[src/hw/wd_pkg.sv]
// Shared constants and types of the window watchdog
package wd_pkg;
   // Time base
   localparam int CLK_PERIOD_NS = 4;
   // Reset pulse length, also used after power-up
   localparam int T_NRES_MS = 4;
   localparam int NRES_CYCLES = T_NRES_MS * 1000000 / CLK_PERIOD_NS;
   localparam int NRES_CNT_W = 20;
   // Least low time of a valid trigger, rounded up
   localparam int T_TRIGMIN_NS = 200;
   localparam int TRIGMIN_CYCLES = (T_TRIGMIN_NS + CLK_PERIOD_NS - 1) / CLK_PERIOD_NS;
   localparam int LOW_CNT_W = 6;
   // Window lengths in oscillator periods
   localparam int LEAD_TICKS = 3984;
   localparam int CLOSED_TICKS = 527;
   localparam int OPEN_TICKS = 553;
   localparam int TICK_CNT_W = 12;
   // Correct triggers that switch limp home off again
   localparam int GOOD_TRIGGERS = 3;
   // Fallback oscillator period, nominal 51 kOhm figure
   localparam int T_OSC_FALLBACK_NS = 39300;
   localparam int OSC_FALLBACK_CYCLES = T_OSC_FALLBACK_NS / CLK_PERIOD_NS;
   localparam int OSC_CNT_W = 16;

   typedef enum logic [1:0] {
      MODE_NORMAL = 2'h0,
      MODE_FAILSAFE = 2'h1,
      MODE_SILENT = 2'h2,
      MODE_SLEEP = 2'h3
   } op_mode_t;

   typedef enum logic [6:0] {
      ST_OFF = 7'h01,
      ST_RESET = 7'h02,
      ST_RELEASE = 7'h04,
      ST_WAIT_TXD = 7'h08,
      ST_LEAD = 7'h10,
      ST_CLOSED = 7'h20,
      ST_OPEN = 7'h40
   } wd_state_t;

   // Open-drain pin drive: oe high pulls the pin to o
   typedef struct packed {
      logic o;
      logic oe;
   } od_pin_t;

   typedef struct packed {
      logic trig_s1;
      logic trig_s2;
      logic txd_s1;
      logic txd_s2;
      logic dis_s1;
      logic dis_s2;
      logic nres_s1;
      logic nres_s2;
      logic txd_prev;
      logic armed;
      logic [LOW_CNT_W-1:0] low_cnt;
      wd_state_t st;
      logic [TICK_CNT_W-1:0] tcnt;
      logic [NRES_CNT_W-1:0] rcnt;
      logic [1:0] good;
      logic wake_sleep;
      logic wake_silent;
      logic lh;
      od_pin_t nres;
   } wd_regs_t;

   typedef struct packed {
      logic f_s1;
      logic f_s2;
      logic [OSC_CNT_W-1:0] cnt;
      logic tick;
   } osc_regs_t;
endpackage

[src/hw/window_watchdog_limp_home.sv]
// Window watchdog with reset pulse and limp-home failure output
// Summary of operation
// - Power-up holds reset low about 4 ms, then waits for triggers.
// - Limp home stays off at power-up and after sleep wake-up.
// - Watchdog reset turns limp home on; three good triggers turn it off.
// - Trigger during lead time starts the closed window at once.
// - No trigger in lead time gives 4 ms reset and limp home on.
// - Closed window lasts 527 periods, open window 553 periods.
// - Trigger is a falling edge low longer than 200 ns; shorter ignored.
// - Trigger in open window starts a new closed window.
// - Open window expiring without trigger gives reset and limp home.
// - Trigger in closed window is premature: reset and limp home.
// - Trigger period set through oscillator period by timing resistor.
// - Faulty resistor pin falls back to internal oscillator.
// - Control input low enables the watchdog, high disables it.
// - Watchdog runs only in normal and fail-safe modes.
// - Lead time starts at TXD fall after silent, reset rise after sleep.
// - Silent keeps limp home; disabled, sleep or unpowered turn it off.
`timescale 1ns/1ps
module window_watchdog_limp_home #(
   parameter int RESET_CYCLES = wd_pkg::NRES_CYCLES,
   parameter int OSC_FALLBACK = wd_pkg::OSC_FALLBACK_CYCLES
) (
   input wire logic clk_sys,
   input wire logic rst_n,
   input wire logic wd_trigger_in_n,
   input wire logic wd_disable_in,
   input wire logic txd_in,
   input wire logic nres_in,
   input wire wd_pkg::op_mode_t op_mode,
   input wire logic [wd_pkg::OSC_CNT_W-1:0] osc_period_cfg,
   input wire logic osc_resistor_fault,
   output wd_pkg::od_pin_t nres_pin,
   output logic limp_home_out
);
   localparam int LEAD_END = wd_pkg::LEAD_TICKS - 1;
   localparam int CLOSED_END = wd_pkg::CLOSED_TICKS - 1;
   localparam int OPEN_END = wd_pkg::OPEN_TICKS - 1;
   localparam int RESET_END = RESET_CYCLES - 1;

   wd_pkg::wd_regs_t q;
   wd_pkg::wd_regs_t d;
   logic tick;
   logic trig_evt;
   logic txd_fall;
   logic wd_run;
   logic [1:0] good_next;

   osc_timebase #(
      .FALLBACK(OSC_FALLBACK)
   ) u_osc (
      .clk_sys(clk_sys),
      .rst_n(rst_n),
      .osc_period_cfg(osc_period_cfg),
      .osc_resistor_fault(osc_resistor_fault),
      .tick(tick)
   );

   always_comb begin
      d = q;
      // Pins cross into the clock domain through two flops
      d.trig_s1 = wd_trigger_in_n;
      d.trig_s2 = q.trig_s1;
      d.txd_s1 = txd_in;
      d.txd_s2 = q.txd_s1;
      d.dis_s1 = wd_disable_in;
      d.dis_s2 = q.dis_s1;
      d.nres_s1 = nres_in;
      d.nres_s2 = q.nres_s1;
      d.txd_prev = q.txd_s2;
      d.nres.o = 1'b0;
      txd_fall = q.txd_prev & ~q.txd_s2;
      good_next = q.good + 2'h1;
      // Low must outlast the glitch limit; one event per low phase
      trig_evt = 1'b0;
      if (q.trig_s2) begin
         d.low_cnt = '0;
         d.armed = 1'b1;
      end else if (q.low_cnt != wd_pkg::LOW_CNT_W'(wd_pkg::TRIGMIN_CYCLES)) begin
         d.low_cnt = q.low_cnt + 6'h01;
      end else if (q.armed) begin
         trig_evt = 1'b1;
         d.armed = 1'b0;
      end
      wd_run = ~q.dis_s2 && (op_mode == wd_pkg::MODE_NORMAL
         || op_mode == wd_pkg::MODE_FAILSAFE);
      if (q.dis_s2) begin
         d.st = wd_pkg::ST_OFF;
         d.lh = 1'b0;
         d.nres.oe = 1'b0;
         d.wake_sleep = 1'b0;
         d.wake_silent = 1'b0;
      end else if (op_mode == wd_pkg::MODE_SLEEP) begin
         d.st = wd_pkg::ST_OFF;
         d.lh = 1'b0;
         d.nres.oe = 1'b0;
         d.wake_sleep = 1'b1;
         d.wake_silent = 1'b0;
      end else if (op_mode == wd_pkg::MODE_SILENT) begin
         // Limp home keeps its level while stopped
         d.st = wd_pkg::ST_OFF;
         d.nres.oe = 1'b0;
         d.wake_silent = ~q.wake_sleep;
      end else begin
         case (q.st)
            wd_pkg::ST_OFF: begin
               d.wake_sleep = 1'b0;
               d.wake_silent = 1'b0;
               d.tcnt = '0;
               d.rcnt = '0;
               if (q.wake_sleep) begin
                  // Sleep wake acts like power-up
                  d.st = wd_pkg::ST_RESET;
                  d.nres.oe = 1'b1;
                  d.lh = 1'b0;
                  d.good = '0;
               end else if (q.wake_silent) begin
                  d.st = wd_pkg::ST_WAIT_TXD;
               end else begin
                  d.st = wd_pkg::ST_LEAD;
               end
            end
            wd_pkg::ST_RESET: begin
               if (q.rcnt == wd_pkg::NRES_CNT_W'(RESET_END)) begin
                  d.st = wd_pkg::ST_RELEASE;
                  d.nres.oe = 1'b0;
               end else begin
                  d.rcnt = q.rcnt + 20'h00001;
               end
            end
            wd_pkg::ST_RELEASE: begin
               // Lead time counts from the pin's own rising edge
               if (q.nres_s2) begin
                  d.st = wd_pkg::ST_LEAD;
                  d.tcnt = '0;
               end
            end
            wd_pkg::ST_WAIT_TXD: begin
               if (txd_fall) begin
                  d.st = wd_pkg::ST_LEAD;
                  d.tcnt = '0;
               end
            end
            wd_pkg::ST_LEAD: begin
               if (trig_evt) begin
                  d.st = wd_pkg::ST_CLOSED;
                  d.tcnt = '0;
                  d.good = (good_next == 2'(wd_pkg::GOOD_TRIGGERS)) ? 2'h0 : good_next;
                  d.lh = q.lh && good_next != 2'(wd_pkg::GOOD_TRIGGERS);
               end else if (tick && q.tcnt == wd_pkg::TICK_CNT_W'(LEAD_END)) begin
                  d.st = wd_pkg::ST_RESET;
                  d.nres.oe = 1'b1;
                  d.lh = 1'b1;
                  d.good = '0;
                  d.rcnt = '0;
               end else if (tick) begin
                  d.tcnt = q.tcnt + 12'h001;
               end
            end
            wd_pkg::ST_CLOSED: begin
               if (trig_evt) begin
                  // Premature trigger ends the good run too
                  d.st = wd_pkg::ST_RESET;
                  d.nres.oe = 1'b1;
                  d.lh = 1'b1;
                  d.good = '0;
                  d.rcnt = '0;
               end else if (tick && q.tcnt == wd_pkg::TICK_CNT_W'(CLOSED_END)) begin
                  d.st = wd_pkg::ST_OPEN;
                  d.tcnt = '0;
               end else if (tick) begin
                  d.tcnt = q.tcnt + 12'h001;
               end
            end
            wd_pkg::ST_OPEN: begin
               if (trig_evt) begin
                  d.st = wd_pkg::ST_CLOSED;
                  d.tcnt = '0;
                  d.good = (good_next == 2'(wd_pkg::GOOD_TRIGGERS)) ? 2'h0 : good_next;
                  d.lh = q.lh && good_next != 2'(wd_pkg::GOOD_TRIGGERS);
               end else if (tick && q.tcnt == wd_pkg::TICK_CNT_W'(OPEN_END)) begin
                  d.st = wd_pkg::ST_RESET;
                  d.nres.oe = 1'b1;
                  d.lh = 1'b1;
                  d.good = '0;
                  d.rcnt = '0;
               end else if (tick) begin
                  d.tcnt = q.tcnt + 12'h001;
               end
            end
            default: begin
               d.st = wd_pkg::ST_OFF;
            end
         endcase
      end
   end

   // Power-up enters the reset pulse with limp home off
   always_ff @(posedge clk_sys or negedge rst_n) begin
      if (!rst_n) begin
         q <= '0;
         q.st <= wd_pkg::ST_RESET;
         q.nres.oe <= 1'b1;
         q.trig_s1 <= 1'b1;
         q.trig_s2 <= 1'b1;
         q.txd_s1 <= 1'b1;
         q.txd_s2 <= 1'b1;
         q.txd_prev <= 1'b1;
      end else begin
         q <= d;
      end
   end

   assign nres_pin = q.nres;
   assign limp_home_out = q.lh;

   // Checking helpers
   logic [wd_pkg::NRES_CNT_W-1:0] oe_run_q;
   logic [7:0] low_run_q;

   always_ff @(posedge clk_sys or negedge rst_n) begin
      if (!rst_n) begin
         oe_run_q <= '0;
         low_run_q <= '0;
      end else begin
         oe_run_q <= q.nres.oe ? oe_run_q + 20'h00001 : 20'h00000;
         low_run_q <= (q.trig_s2 || low_run_q == 8'hff) ? 8'h00 : low_run_q + 8'h01;
      end
   end
endmodule

[src/hw/osc_timebase.sv]
// Watchdog oscillator: one-cycle tick per oscillator period
`timescale 1ns/1ps
module osc_timebase #(
   parameter int FALLBACK = wd_pkg::OSC_FALLBACK_CYCLES
) (
   input wire logic clk_sys,
   input wire logic rst_n,
   input wire logic [wd_pkg::OSC_CNT_W-1:0] osc_period_cfg,
   input wire logic osc_resistor_fault,
   output logic tick
);
   wd_pkg::osc_regs_t q;
   wd_pkg::osc_regs_t d;
   logic [wd_pkg::OSC_CNT_W-1:0] period;

   always_comb begin
      d = q;
      d.f_s1 = osc_resistor_fault;
      d.f_s2 = q.f_s1;
      // Shorted or open resistor pin runs from the fallback period
      if (q.f_s2 || osc_period_cfg == '0) begin
         period = wd_pkg::OSC_CNT_W'(FALLBACK);
      end else begin
         period = osc_period_cfg;
      end
      d.tick = 1'b0;
      if (q.cnt >= period - 16'h0001) begin
         d.cnt = '0;
         d.tick = 1'b1;
      end else begin
         d.cnt = q.cnt + 16'h0001;
      end
   end

   always_ff @(posedge clk_sys or negedge rst_n) begin
      if (!rst_n) begin
         q <= '0;
      end else begin
         q <= d;
      end
   end

   assign tick = q.tick;
endmodule

[config.mk]
export PLATFORM = sky130hd
export DESIGN_NAME = window_watchdog_limp_home
export DESIGN_NICKNAME = d
export VERILOG_FILES = /design/src/hw/wd_pkg.sv /design/src/hw/window_watchdog_limp_home.sv /design/src/hw/osc_timebase.sv
export SDC_FILE = /design/constraint.sdc
export NUM_CORES = 1
export LEC_CHECK = 0
export CORE_ASPECT_RATIO = 1.5
export CORE_UTILIZATION = 35
export CTS_BUF_LIST = sky130_fd_sc_hd__clkbuf_8
export DETAILED_ROUTE_END_ITERATION = 8
export DONT_BUFFER_PORTS = 1
export PLACE_DENSITY = 0.55
export SYNTH_ARGS = -nofsm -noshare
export SYNTH_HDL_FRONTEND = slang
export SYNTH_SLANG_ARGS = --single-unit
[constraint.sdc]
create_clock -name clk_sys -period 4.3 [get_ports clk_sys]
set_clock_uncertainty 0.2 [all_clocks]
set_input_delay 0.215 -clock clk_sys [delete_from_list [all_inputs] [get_ports clk_sys]]
set_output_delay 0.215 -clock clk_sys [all_outputs]
set_load 0.01 [all_outputs]
==> flow_summary.ini, run 1 <==
[drt]
wire_per_inst_um = 15.25
drc_errors = 0
met1_length_um = 5314
wl_um = 12140
vias = 4455
met2WireLength_um = 6159
drtPass1Iterations = 4
wl_met3_um = 441
highest_layer = met4
first_iter_violations = 199
vias_per_cell = 5.597
antenna_left = 0

[logic_synthesis]
async_flop_share = 1.000
ys_warn_count = 0
synth_nets = 649
synth_area_mm2 = 0.005450
synth-seq-cells = 80
synthFlopType = dfrtp_1
synthDistinctLibCells = 68
synth_area_per_cell_um2 = 9.084
synth-edff-count = 0
ys_seq_area_frac = 0.3689
syn_inst = 600

[timing]
rsz0062_at_grt = false
finalSetupTns_ns = 0
hold_viol_final = 0
setup_violations = 0
period_minus_slack_ns = 3.698
maxSlewHeadroom = 0.2392
fmax_mhz = 270.4
finalWorstSetupSlack_ns = 0.6019
finalCritPeriodShare = 0.8600
worst-slew-pin-transition_ns = 1.141
finalMaxSlewViolations = 0

[final_layout]
layout_commonest_cell = dfrtp_1
antennaDiodeCount = 0
nNetsFinal = 641
design_area_mm2 = 0.005904
finalNonFillerCells = 796
fin_util = 0.3900
final_cell_mix = dfrtp_1, nor2_1, nand2_1
drive_gt1_frac = 0.1005
syn_to_final_growth_pct = 8.333

[power]
p_comb_frac = 0.153
ir_drop_mv = 0.2749
p_sw_mw = 0.5509
p_per_area_mw_per_mm2 = 303.9
swShare = 0.3070
internal_power_mw = 1.243
p_leak_nw = 2.410
p_seq_frac = 0.474
clkPwrFrac = 0.373

[worst_setup_path]
start_kind = flop
arrival_ns = 3.78
crit_end = u_osc.q[1]$_DFF_PN0_
path_class = reg -> reg
rr_endpoint = u_osc.q[1]$_DFF_PN0_
critPathMaxStageDelay_ns = 0.44
worstPathMaxFanout = 17
r2r_cells = 16
cp.required_ns = 4.38
reg2reg_from = u_osc.q[17]$_DFF_PN0_
cp-end-kind = flop
startpoint = u_osc.q[17]$_DFF_PN0_
critPathSlowestCell = dfrtp_1
reg2reg_slack_ns = 0.60
crit_chain = or2_2, nor2_1, ha_1, inv_1, nor2_1, nand3_1, nor4_1, xor2_1, nand2_1, ha_1, a21o_1, a21o_1, a21oi_1, o21a_1, buf_4, nor3b_1

[global_routing]
gr-total-overflow = 0
grt_pass1_wl_um = 21160
grt_max_degree = 81
track_usage = 0.1614
grt_pass1_vias = 4462
antenna_found_initial = 0

[clock_network]
root_buffer = clkbuf_8
cts_buffers = 9
clk-insertion-delay-late_ns = 0.38
cts_tree = built
clock_sinks = 80
cts_max_path_buffers = 2
cts_max_level = 3
clk_pin_slew_worst_paths_ns = 0.10

[place]
place_ws_ns = 0.3792
portBuffers = 0
dp.cells = 770
placed_area_mm2 = 0.005554
post-dp-hpwl_um = 8480
routabilityCongestion = 0.8486

[flow_run]
drv_cap = 0

[floorplanning]
initial_core_util = 0.3600
die_x_um = 103.9
io_pins = 28
placementRows = 55
die_area_mm2 = 0.01609
die_height_um = 154.8
core_mm2 = 0.01514

[run_status]
outcome = complete, no violations

[worst_hold_path]
worstHoldPathType = reg -> reg
[timing repair]
| item | 4_1_cts | 5_1_grt |
|---|---|---|
| gates resized for setup | 0 | 0 |
| hold buffers | 10 | 0 |
| endpoints found under the hold margin | 92 | 0 |
| buffers inserted | 0 | 0 |
[state kept, by name (all words and copies together) (netlist names)]
register and count:
u_osc.q 17, d 5, u_osc.d 1, limp_home_out 1, nres_pin 1, q 54, u_osc.tick 1
[final cells by class]
cell class	count	area (um2)
Fill cell	1567	9235
Timing Repair Buffer	18	177.7
Inverter	20	75.07
Clock inverter	7	108.9
Multi-Input combinational cell	463	3159
Sequential cell	80	2011
Tap cell	199	249.0
Clock buffer	9	123.9
[worst min path at each step]
stage / start / end / slack, ns / depth (start not counted)
finish: d[54]$_DFF_PN0_ / q[54]$_DFF_PN0_ / 0.16 / 0
global route: wd_trigger_in_n / d[60]$_DFF_PN1_ / 0.14 / 1
CTS: txd_in / d[58]$_DFF_PN1_ / 0.15 / 1
detailed placement: rst_n / q[20]$_DFFE_PN0P_ / -0.28 / 0
global placement: rst_n / q[20]$_DFFE_PN0P_ / -0.28 / 0
floorplan: rst_n / d[54]$_DFF_PN0_ / -0.28 / 0
[cell families (layout without fill, tap and decap cells)]
family | Yosys count | in the layout | share of synthesized area
simple gates | 277 | 277 | 0.2815
flops | 80 | 80 | 0.3689
compound gates | 116 | 116 | 0.1651
mux | 13 | 13 | 0.02433
buf+inv | 57 | 54 | 0.05303
other cells | 1 | 1 | 0.0006880
xor+xnor | 32 | 32 | 0.05142
fa+ha+maj | 24 | 24 | 0.05510
[synthesized netlist by cell type, types with 13 or more instances]
| cell type | count | area share |
|---|---|---|
| dfrtp_1 | 73 | 0.34 |
| inv_1 | 20 | 0.014 |
| and3_1 | 15 | 0.017 |
| nand2_1 | 52 | 0.036 |
| xnor2_1 | 17 | 0.027 |
| o31ai_1 | 29 | 0.040 |
| nand3_1 | 43 | 0.039 |
| ha_1 | 24 | 0.055 |
| xor2_1 | 15 | 0.024 |
| nor2_1 | 65 | 0.045 |
| nand4_1 | 13 | 0.015 |
[per-stage QoR]
stage | hold slack (ns) | power (mW)
finish | 0.1598 | 1.794
global route | 0.1418 | 1.894
CTS | 0.1464 | 1.815
detailed placement | -0.2780 | 1.115
global placement | -0.2784 | 1.106
floorplan | -0.2806 | 1.060
[routing by layer]
layer	up-vias	global-route usage
met3	14	0.03118
met2	76	0.2822
li1	2192	-
met4	0	0.05850
met5	-	0
met1	2173	0.1962
[worst max-delay path: cells and delay by family (launching register included)]
family	cells	cell delay [ns]
xor+xnor	1	0.18
buf+inv	2	0.27
fa+ha+maj	2	0.43
simple gates	7	1.50
flops	1	0.44
compound gates	4	0.60
[power by group through the flow]
stage               registers (mW)  logic (mW)  clock network (mW)
detailed placement           0.863       0.252                   0
CTS                          0.850       0.278               0.687
global placement             0.863       0.243                   0
global route                 0.860       0.318               0.715
floorplan                    0.846       0.214                   0
finish                       0.850       0.275               0.670
No activity file was read; power rests on OpenSTA's default activity.
==> run 2, diff against run 1 <==
--- a/config.mk
+++ b/config.mk
@@ -10,6 +10,7 @@
 export CTS_BUF_LIST = sky130_fd_sc_hd__clkbuf_8
 export DETAILED_ROUTE_END_ITERATION = 8
 export DONT_BUFFER_PORTS = 1
+export MAX_ROUTING_LAYER = met4
 export PLACE_DENSITY = 0.55
 export SYNTH_ARGS = -nofsm -noshare
 export SYNTH_HDL_FRONTEND = slang
==> flow_summary.ini, run 2 (synthesized netlist as in run 1, its figures left out) <==
[drt]
wire_per_inst_um = 15.23
wl_um = 12130
antenna_left = 0
vias = 4461
vias_per_cell = 5.604
drtPass1Iterations = 4
first_iter_violations = 200
drc_errors = 0

[worst_setup_path]
crit_family = simple AND/OR/NAND/NOR gates
critPathMaxStageDelay_ns = 0.44
crit_chain = or2_2, nor2_1, ha_1, inv_1, nor2_1, nand3_1, nor4_1, xor2_1, nand2_1, ha_1, a21o_1, a21o_1, a21oi_1, o21a_1, buf_4, nor3b_1
arrival_ns = 3.78
critPathSlowestCell = dfrtp_1
worstPathMaxFanout = 17
start_kind = flop
path_buf_inv = 2
cp-end-kind = flop
path_class = reg -> reg
cp.required_ns = 4.38

[timing]
rsz0062_at_grt = false
finalMaxSlewViolations = 0
setup_violations = 0
whs_ns = 0.1593
fmax_mhz = 270.7
period_minus_slack_ns = 3.694
finalCritPeriodShare = 0.8591
hold_viol_final = 0
finalSetupTns_ns = 0
worst-slew-pin-transition_ns = 1.123
maxSlewHeadroom = 0.2511

[floorplanning]
core_mm2 = 0.01514
die_x_um = 103.9
placementRows = 55
die_area_mm2 = 0.01609
initial_core_util = 0.3600
io_pins = 28
die_height_um = 154.8

[global_routing]
grt_max_degree = 81
gr-total-overflow = 0
track_usage = 0.1668
grt_pass1_wl_um = 21200
grt_pass1_vias = 4462
antenna_found_initial = 0

[final_layout]
largest-register = q
syn_to_final_growth_pct = 8.333
finalNonFillerCells = 796
final_cell_mix = dfrtp_1, nor2_1, nand2_1
nNetsFinal = 641
drive_gt1_frac = 0.1005
layout_commonest_cell = dfrtp_1
antennaDiodeCount = 0
largest_reg_flops = 54

[power]
power.total_mw = 1.794
internal_power_mw = 1.243
p_per_area_mw_per_mm2 = 303.8
p_sw_mw = 0.5506
ir_drop_mv = 0.2734
p_seq_frac = 0.474
p_leak_nw = 2.410
clkPwrFrac = 0.373
p_comb_frac = 0.153
swShare = 0.3069

[flow_run]
drv_cap = 0

[clock_network]
root_buffer = clkbuf_8
cts_tree = built
cts_setup_buffers = 0
cts_resized = 0
cts_buffers = 9
cts_max_path_buffers = 2
cts_max_level = 3
clk_pin_slew_worst_paths_ns = 0.10
clock_sinks = 80
clk-insertion-delay-late_ns = 0.38

[run_status]
outcome = complete, no violations

[place]
routabilityCongestion = 0.8620
portBuffers = 0
dp.cells = 770
post-dp-hpwl_um = 8480

[worst_hold_path]
worstHoldPathType = reg -> reg
run 2: cell counts in the layout (fill, tap and decap cells not counted):
Identical to the previous run, type by type.
run 2: stage by stage:
step	worst slack (ns)	util	cell area (um2)
2_1_floorplan	0.3863	-	5450
3_3_place_gp	0.5501	0.3669	5554
3_5_place_dp	0.3792	0.3669	5554
4_1_cts	0.5542	0.3900	5904
5_1_grt	0.3053	0.3900	5904
6_report	0.6060	0.3900	5904
run 2: metal layers:
metal / up-vias / global-route usage / part of all wire
met2: 91 / 0.2822 / 0.50
met3: 15 / 0.03413 / 0.036
met1: 2157 / 0.1960 / 0.44
met5: - / - / 0
li1: 2198 / - / -
met4: 0 / 0.05850 / 0.019
run 2: cell type report:
type / instances / area [um2]
fill: 1567 / 9235
multi-input combinational: 463 / 3159
sequential: 80 / 2011
tap: 199 / 249.0
timing repair buffer: 18 / 177.7
clock buffer: 9 / 123.9
clock inverter: 7 / 108.9
inverter: 20 / 75.07
run 2: what timing repair did:
action | in CTS | in global routing
setup endpoints to repair | 0 | 0
hold buffers | 10 | 0
endpoints found under the hold margin | 92 | 0
run 2: worst paths after layout:
| path | cells after the start | from | slack [ns] | endpoint |
|---|---|---|---|---|
| max reg2reg | 16 | u_osc.q[17]$_DFF_PN0_ | 0.61 | u_osc.q[1]$_DFF_PN0_ |
| min reg2reg | 0 | d[54]$_DFF_PN0_ | 0.16 | q[54]$_DFF_PN0_ |
| max | 16 | u_osc.q[17]$_DFF_PN0_ | 0.61 | u_osc.q[1]$_DFF_PN0_ |
| min in group asynchronous | 2 | rst_n | 0.19 | q[17]$_DFFE_PN0P_ |
| min | 0 | d[54]$_DFF_PN0_ | 0.16 | q[54]$_DFF_PN0_ |
| max in group asynchronous | 2 | rst_n | 3.32 | d[53]$_DFF_PN1_ |
run 2: power by group through the flow:
stage	registers, mW	logic [mW]	clock network, mW
CTS	0.850	0.278	0.687
finish	0.850	0.275	0.670
floorplan	0.846	0.214	0
global route	0.860	0.318	0.718
detailed placement	0.863	0.252	0
global placement	0.863	0.243	0
